[config.mk]
export PLATFORM = sky130hd
export DESIGN_NAME = gpp_port
export DESIGN_NICKNAME = d
export VERILOG_FILES = /design/src/design/gpp_pkg.sv /design/src/design/gpp_cfg_if.sv /design/src/design/gpp_pin_bank.sv /design/src/design/gpp_port.sv
export SDC_FILE = /design/constraint.sdc
export NUM_CORES = 1
export LEC_CHECK = 0
export ABC_AREA = 1
export BUFFER_PORTS_ARGS = -buffer_cell sky130_fd_sc_hd__buf_2
export CORE_MARGIN = 2
export CORE_UTILIZATION = 59
export CTS_CLUSTER_DIAMETER = 120
export DETAILED_ROUTE_END_ITERATION = 10
export GPL_TIMING_DRIVEN = 0
export PLACE_DENSITY = 0.84
export SYNTH_ARGS = -nofsm -noshare
export SYNTH_HDL_FRONTEND = slang
export SYNTH_HIERARCHICAL = 1
export SYNTH_SLANG_ARGS = --single-unit
[constraint.sdc]
create_clock -name mclk_in -period 2.2 [get_ports mclk_in]
set_input_delay 0 -clock mclk_in [delete_from_list [all_inputs] [get_ports mclk_in]]
set_output_delay 0 -clock mclk_in [all_outputs]
set_load 0.01 [all_outputs]
[src/design/gpp_pkg.sv]
// Notes on behaviour
// Port registers take whole 16-bit words only
// Three plane bits per pin select mode
// Data writes always load output latch
// Data read: input or output latch by mode
// Input modes tristate driver, sample pin
// Pull input: weak drive follows output latch
// Output modes drive latch, open-drain or push-pull
// Alternate modes drive pin from peripheral
// Peripheral input gets pin in input/alternate
// Analog mode: tristate, constant peripheral input
// Plane reset values, two port exceptions
// After reset pins are plain I/O; port 2 pin 0 resets to alternate push-pull instead
// Interrupt pins must be in input mode
// Software enables one alternate function per pin
// Data register has no fixed reset value; the output latch here resets to GPP_RST_LATCH (16'h0000)
// Data on low 16 bits, upper zero
package gpp_pkg;
  localparam int unsigned GPP_W = 16;
  localparam logic [3:0] GPP_OFS_PLANE_A = 4'h0;
  localparam logic [3:0] GPP_OFS_PLANE_B = 4'h4;
  localparam logic [3:0] GPP_OFS_PLANE_C = 4'h8;
  localparam logic [3:0] GPP_OFS_VALUE = 4'hc;
  localparam logic [15:0] GPP_RST_PLANE_A = 16'hffff;
  localparam logic [15:0] GPP_RST_PLANE_B = 16'hffff;
  localparam logic [15:0] GPP_RST_PLANE_B_PORT0 = 16'h7fff;
  localparam logic [15:0] GPP_RST_PLANE_C = 16'h0000;
  localparam logic [15:0] GPP_RST_PLANE_C_PORT2 = 16'h0001;
  localparam logic [15:0] GPP_RST_LATCH = 16'h0000;
  localparam logic GPP_AF_IN_IDLE = 1'b1;

  typedef enum logic [2:0] {
    GPP_MODE_HIZ_ANALOG = 3'b000,
    GPP_MODE_IN_TTL = 3'b001,
    GPP_MODE_IN_CMOS = 3'b010,
    GPP_MODE_PULL_INPUT = 3'b011,
    GPP_MODE_OUT_OD = 3'b100,
    GPP_MODE_OUT_PP = 3'b101,
    GPP_MODE_ROUTED_OD = 3'b110,
    GPP_MODE_ROUTED_PP = 3'b111
  } gpp_mode_t;
endpackage : gpp_pkg

[src/design/gpp_cfg_if.sv]
`timescale 1ns/10ps
`default_nettype none
interface gpp_cfg_if;
  import gpp_pkg::*;
  logic [15:0] plane_a;
  logic [15:0] plane_b;
  logic [15:0] plane_c;
  logic [15:0] out_latch;
  logic [15:0] in_latch;
  logic [15:0] rd_sel_in;
  modport ctrl (output plane_a, plane_b, plane_c, output out_latch, input in_latch, input rd_sel_in);
  modport pins (input plane_a, plane_b, plane_c, input out_latch, output in_latch, output rd_sel_in);
endinterface : gpp_cfg_if
`default_nettype wire

[src/design/gpp_pin_bank.sv]
`timescale 1ns/10ps
`default_nettype none
module gpp_pin_bank
  import gpp_pkg::*;
(
  input wire logic mclk_in,
  input wire logic arst_n_in,
  gpp_cfg_if.pins cfg,
  input wire logic [15:0] pin_in,
  input wire logic [15:0] af_out_in,
  output logic [15:0] pin_out,
  output logic [15:0] pin_oe_out,
  output logic [15:0] pin_weak_out,
  output logic [15:0] af_in_out,
  output logic [15:0] analog_en_out
);
  // ----------------------------------------
  // Mode decode
  // ----------------------------------------
  function automatic gpp_mode_t gpp_mode(input logic c, input logic b, input logic a);
    gpp_mode = gpp_mode_t'({c, b, a});
  endfunction : gpp_mode

  logic [15:0] sync1_reg, sync1_next;
  logic [15:0] in_reg, in_next;
  logic [15:0] out_reg, out_next;
  logic [15:0] oe_reg, oe_next;
  logic [15:0] weak_reg, weak_next;
  logic [15:0] afin_reg, afin_next;
  logic [15:0] ana_reg, ana_next;
  logic [15:0] sel_in;

  always_comb begin
    gpp_mode_t m;
    m = GPP_MODE_HIZ_ANALOG;
    sync1_next = pin_in;
    in_next = in_reg;
    out_next = '0;
    oe_next = '0;
    weak_next = '0;
    afin_next = '0;
    ana_next = '0;
    sel_in = '0;
    for (int i = 0; i < GPP_W; i++) begin
      m = gpp_mode(cfg.plane_c[i], cfg.plane_b[i], cfg.plane_a[i]);
      // Pin is sampled every cycle except with the input buffer off
      if (m != GPP_MODE_HIZ_ANALOG) begin
        in_next[i] = sync1_reg[i]; // see R05
      end
      case (m)
        GPP_MODE_HIZ_ANALOG: begin
          afin_next[i] = GPP_AF_IN_IDLE;
          ana_next[i] = 1'b1;
        end
        GPP_MODE_IN_TTL, GPP_MODE_IN_CMOS: begin
          afin_next[i] = in_reg[i]; // see R05
          sel_in[i] = 1'b1;
        end
        GPP_MODE_PULL_INPUT: begin
          // Strong buffer stays off; only the weak driver follows the latch
          weak_next[i] = 1'b1;
          out_next[i] = cfg.out_latch[i];
          afin_next[i] = in_reg[i];
          sel_in[i] = 1'b1;
        end
        GPP_MODE_OUT_OD: begin
          // Open drain only ever pulls low
          oe_next[i] = ~cfg.out_latch[i];
        end
        GPP_MODE_OUT_PP: begin
          oe_next[i] = 1'b1;
          out_next[i] = cfg.out_latch[i];
        end
        GPP_MODE_ROUTED_OD: begin
          oe_next[i] = ~af_out_in[i];
          afin_next[i] = in_reg[i];
          sel_in[i] = 1'b1;
        end
        GPP_MODE_ROUTED_PP: begin
          oe_next[i] = 1'b1;
          out_next[i] = af_out_in[i];
          afin_next[i] = in_reg[i];
          sel_in[i] = 1'b1;
        end
        default: begin
          afin_next[i] = GPP_AF_IN_IDLE;
        end
      endcase
    end
  end

  always_ff @(posedge mclk_in or negedge arst_n_in) begin
    if (!arst_n_in) begin
      sync1_reg <= GPP_RST_LATCH;
      in_reg <= GPP_RST_LATCH;
      out_reg <= '0;
      oe_reg <= '0;
      weak_reg <= '0;
      afin_reg <= '0;
      ana_reg <= '0;
    end else begin
      sync1_reg <= sync1_next;
      in_reg <= in_next;
      out_reg <= out_next;
      oe_reg <= oe_next;
      weak_reg <= weak_next;
      afin_reg <= afin_next;
      ana_reg <= ana_next;
    end
  end

  assign cfg.in_latch = in_reg;
  assign cfg.rd_sel_in = sel_in;
  assign pin_out = out_reg;
  assign pin_oe_out = oe_reg;
  assign pin_weak_out = weak_reg;
  assign af_in_out = afin_reg;
  assign analog_en_out = ana_reg;
endmodule : gpp_pin_bank
`default_nettype wire

[src/design/gpp_port.sv]
`timescale 1ns/10ps
`default_nettype none
module gpp_port
  import gpp_pkg::*;
#(
  parameter int unsigned PORT_INDEX = 1
)
(
  input wire logic mclk_in,
  input wire logic arst_n_in,
  input wire logic sel_in,
  input wire logic wr_in,
  input wire logic [3:0] addr_in,
  input wire logic [31:0] wdata_in,
  output logic [31:0] rdata_out,
  output logic err_out,
  input wire logic [15:0] pin_in,
  output logic [15:0] pin_out,
  output logic [15:0] pin_oe_out,
  output logic [15:0] pin_weak_out,
  input wire logic [15:0] af_out_in,
  output logic [15:0] af_in_out,
  output logic [15:0] analog_en_out
);
  // ----------------------------------------
  // Register file
  // ----------------------------------------
  localparam logic [15:0] RST_B = (PORT_INDEX == 0) ? GPP_RST_PLANE_B_PORT0 : GPP_RST_PLANE_B;
  localparam logic [15:0] RST_C = (PORT_INDEX == 2) ? GPP_RST_PLANE_C_PORT2 : GPP_RST_PLANE_C;

  gpp_cfg_if cfg ();

  logic [15:0] plane_a_reg, plane_a_next;
  logic [15:0] plane_b_reg, plane_b_next;
  logic [15:0] plane_c_reg, plane_c_next;
  logic [15:0] latch_reg, latch_next;
  logic [31:0] rdata_reg, rdata_next;
  logic err_reg, err_next;
  logic [15:0] value_rd;

  always_comb begin
    plane_a_next = plane_a_reg;
    plane_b_next = plane_b_reg;
    plane_c_next = plane_c_reg;
    latch_next = latch_reg;
    rdata_next = '0;
    err_next = 1'b0;
    // Per bit: input latch for input/alternate, output latch otherwise
    value_rd = (cfg.rd_sel_in & cfg.in_latch) | (~cfg.rd_sel_in & latch_reg); // see R04
    if (sel_in) begin
      case (addr_in)
        GPP_OFS_PLANE_A: begin
          if (wr_in) plane_a_next = wdata_in[15:0]; // see R01
          else rdata_next = {16'h0000, plane_a_reg};
        end
        GPP_OFS_PLANE_B: begin
          if (wr_in) plane_b_next = wdata_in[15:0];
          else rdata_next = {16'h0000, plane_b_reg};
        end
        GPP_OFS_PLANE_C: begin
          if (wr_in) plane_c_next = wdata_in[15:0];
          else rdata_next = {16'h0000, plane_c_reg};
        end
        GPP_OFS_VALUE: begin
          if (wr_in) latch_next = wdata_in[15:0];
          else rdata_next = {16'h0000, value_rd};
        end
        default: begin
          err_next = 1'b1;
        end
      endcase
    end
  end

  always_ff @(posedge mclk_in or negedge arst_n_in) begin
    if (!arst_n_in) begin
      plane_a_reg <= GPP_RST_PLANE_A; // see R11
      plane_b_reg <= RST_B;
      plane_c_reg <= RST_C;
      // Arbitrary start value; reads follow the pins while in input modes
      latch_reg <= GPP_RST_LATCH;
      rdata_reg <= '0;
      err_reg <= 1'b0;
    end else begin
      plane_a_reg <= plane_a_next;
      plane_b_reg <= plane_b_next;
      plane_c_reg <= plane_c_next;
      latch_reg <= latch_next;
      rdata_reg <= rdata_next;
      err_reg <= err_next;
    end
  end

  assign cfg.plane_a = plane_a_reg;
  assign cfg.plane_b = plane_b_reg;
  assign cfg.plane_c = plane_c_reg;
  assign cfg.out_latch = latch_reg;
  assign rdata_out = rdata_reg;
  assign err_out = err_reg;

  // ----------------------------------------
  // Pin drivers
  // ----------------------------------------
  gpp_pin_bank u_bank (
    .mclk_in(mclk_in),
    .arst_n_in(arst_n_in),
    .cfg(cfg.pins),
    .pin_in(pin_in),
    .af_out_in(af_out_in),
    .pin_out(pin_out),
    .pin_oe_out(pin_oe_out),
    .pin_weak_out(pin_weak_out),
    .af_in_out(af_in_out),
    .analog_en_out(analog_en_out)
  );
endmodule : gpp_port
`default_nettype wire

==> results.txt <==
- Run status: finished clean
* Number of global-route vias before repair: between 6000 and 7000
- IO buf count: ~150
- Leak: 0.00567 uW
* Worst min-delay path class: in2reg
- Routing usage on met2: 0.470
- Synth area leaders: sky130_fd_sc_hd__dfrtp_1 (48%), sky130_fd_sc_hd__nand2_1 (11%), sky130_fd_sc_hd__dfstp_2 (10%), sky130_fd_sc_hd__nor2_1 (5.6%), sky130_fd_sc_hd__nand3_1 (5.0%)
* Synthesis-to-layout area growth: 25.8%
- At the pin with the least slew margin, the transition time is between 700 and 800 ps.
* Max rail drop VDD: between 600 and 700 uV
* Number of setup violations in the final report: 0
- DR vias/cell: approximately 5.2
- The initial antenna violation count is 0.
- Cts bufs inserted: 17
* Setup fix buffers added after clock tree synthesis: 0
- Average cell area after synthesis: approximately 9 um^2
- CTS saw 193 sinks.
- DRC violation count after routing: 0
- Slowest cell on crit path: sky130_fd_sc_hd__clkbuf_1
* Category of the worst setup path capture point: flip-flop
- Wire length of the first global-routing pass: 32.9 mm
* Count of boundary I/O pins: 185
- CP peak stage delay: around 570 ps
- The final count of pins violating max slew is 0.
- Once placement completed, the tool counted placed cells totaling 1288.
- Critical Path Source Type: input pin
* Gate Count Post-Synth: 940
- Arrival time of the worst setup path: 1770 ps
- The congestion estimate from routability-driven global placement came to 0.820.
- In this run the power density over the cells is between 900 and 1000 nW/um^2.
- Root cell of the clock tree: sky130_fd_sc_hd__clkbuf_16
- Kind of critical path: in2reg
- Violation count after the first detailed-route iteration: ~690
* Number of diodes: 0
* Post-CTS resize count: 0
- At the worst endpoint, the required time is approximately 2500 ps.
* Worst clock skew on the final layout: between 9 and 10 ps
- Pin count of the biggest net entering global routing: 112
- M3 GR Usage: 0.0613
- Of all nets on the critical path, the largest fanout is 10.
* Area enclosed by the die boundary: 15200 um^2
- Peak-usage layer in the global routing report: met2
* Synthesized area: 8420 um^2
* Min Clock Period, post-route: 1490 ps
- At the later pin of the worst-skew pair, clock insertion delay measures ~430 ps.
- The count of nets left with antenna violations once routing finished came out at 0.
* Vias after detailed routing: between 7000 and 8000
* FF+latch count, synth: between 150 and 200
- Number of instances on the worst hold path: 5
- Core Region: 13900 um^2
- The net count of the finished layout is 1250.
- Global route total overflow: 0
- Portion of the post-synthesis area used by sequential elements: 0.578
- For this block, the routed nets add up to 20.6 mm of wire.
* Post-synthesis cell type with the largest combined area: sky130_fd_sc_hd__dfrtp_1
- Total of warnings raised by yosys: 6
* Unrepaired setup endpoints after global routing: false
- After clock tree synthesis, the clock-pin slew on the worst setup and hold paths is ~60 ps.
- Based on the critical path, the design can be clocked at up to ~670 MHz.
* Number of max-capacitance violations reported: 0
- Excluding fillers, the count of instances in the completed layout stands at between 1000 and 1500.
- Counting along the longest clock path gives a buffer depth of 2.
* Standard-cell rows: between 40 and 50
* TritonCTS clock tree: done
* Headroom to the max-slew limit: 0.473
- The die is around 120 um tall.
- Final clock period utilization by the worst path: 0.678
* Portion of synthesized cell area occupied by the leading cell type: 0.478
* Total global routing track utilization: 0.285
- The die is between 100 and 150 um wide.
* Number of buffers inserted by hold repair at cts: 51
- Wire length per cell: between 15 and 20 um
- Critical path, cell by cell: dlygate4sd3_1 -> buf_2 -> inv_1 -> nor2_1 -> nand2_1 -> clkbuf_1 -> nor2_1
- Overall power after layout: around 10000 uW
- Global-route met1 utilization: 0.373
- Reg2reg path depth: 7
- Counting stages on the worst path, the most repeated cell is sky130_fd_sc_hd__nor2_1.
* Cell variety after synth: 26
- The wire-length estimate of the detail-placed layout is around 13 mm.
- Hold violation count in the final report: 0
* Initial core utilization: 0.604
- Share of cells above drive strength 1: 0.292
- Depth of the CTS H-tree: 4
* Number of optimization iterations in the first detailed-route pass: 7
## worst paths after layout
| path | startpoint | endpoint | slack, ps |
|---|---|---|---|
| max | sel_in | rdata_out[8] | 710 |
| min | addr_in[0] | cfg.plane_a[14] | 10 |
| max reg2reg | cfg.plane_b[5] | rdata_out[5] | 850 |
| min reg2reg | u_bank/sync1_reg[14] | u_bank/cfg.in_latch[14] | 440 |
| max in group asynchronous | arst_n_in | cfg.plane_b[12] | 1080 |
| min in group asynchronous | arst_n_in | u_bank/af_in_out[3] | 220 |
## metrics by stage
step                      hold WS (ps)  setup WS, ps  TNS (ps)  cell area [um^2]  utilization
after floorplan                   -296          1040         0              8480            -
after global placement             108         -1830   -314430              9470        0.679
after detailed placement           109           807         0              9500        0.682
after CTS                         4.41           739         0             10600        0.761
after global routing              60.7           675         0             10600        0.761
final                             14.6           709         0             10600        0.761
## synthesized netlist by cell type (all sizes together)
master and instances:
nand3 90, inv 109, buf 35, nor3b 10, dfstp 32, clkbuf 2, dfrtp 161, nor2 142
nand4 18, conb 1, nand2 268, o21ai 70, a21oi 2
## routing by layer
metal	wire length, um	vias to the layer above
met3	1560	51
met4	495	0
li1	-	3387
met2	10200	328
met5	0	-
met1	8370	3353
## worst max-delay path, delay by kind of cell
kind                   cells  cell delay [ps]
buffers and inverters      4             1300
AND/OR/NAND/NOR            3              460
## cell type report
type	instances	area (um^2)
clock buffers	25	475
well taps	180	225
inverters	109	419
multi-input cells	616	2890
clock inverters	7	110
flip-flops and latches	193	4870
plain buffers	37	300
repair buffers	204	1310
fillers	956	3340
## placed cells by master, fill, tap and decap left out, types with 10 or more instances in the layout
| cell | n |
|---|---|
| sky130_fd_sc_hd__o21ai_0 | 16 |
| sky130_fd_sc_hd__conb_1 | 16 |
| sky130_fd_sc_hd__buf_4 | 18 |
| sky130_fd_sc_hd__buf_6 | 10 |
| sky130_fd_sc_hd__clkbuf_16 | 17 |
| sky130_fd_sc_hd__nor2_1 | 126 |
| sky130_fd_sc_hd__nor2_2 | 13 |
| sky130_fd_sc_hd__inv_2 | 30 |
| sky130_fd_sc_hd__dfrtp_1 | 161 |
| sky130_fd_sc_hd__o21ai_2 | 27 |
| sky130_fd_sc_hd__nand2_2 | 20 |
| sky130_fd_sc_hd__dlygate4sd3_1 | 51 |
| sky130_fd_sc_hd__inv_1 | 77 |
| sky130_fd_sc_hd__nand2_1 | 247 |
| sky130_fd_sc_hd__nor3b_1 | 10 |
| sky130_fd_sc_hd__nand3_1 | 84 |
| sky130_fd_sc_hd__nand4_1 | 18 |
| sky130_fd_sc_hd__buf_2 | 157 |
| sky130_fd_sc_hd__dfstp_2 | 32 |
| sky130_fd_sc_hd__o21ai_1 | 27 |
## where the power goes
| part | leakage [uW] | internal [uW] | total, uW | switching (uW) |
|---|---|---|---|---|
| Sequential | 0.00239 | 4290 | 4870 | 577 |
| Clock | 0.000289 | 1840 | 3100 | 1250 |
| Combinational | 0.00299 | 899 | 2250 | 1350 |
| Total | 0.00567 | 7030 | 10200 | 3190 |
## cells by family after synthesis
kind of cell / Yosys count / share of synthesized area
other: 1 / 0.000445
DFF: 193 / 0.578
AOI/OAI and AO/OA: 72 / 0.0548
and+or+nand+nor: 528 / 0.281
buffers and inverters: 146 / 0.0854
Note: power is estimated with default switching activity, not from simulation.
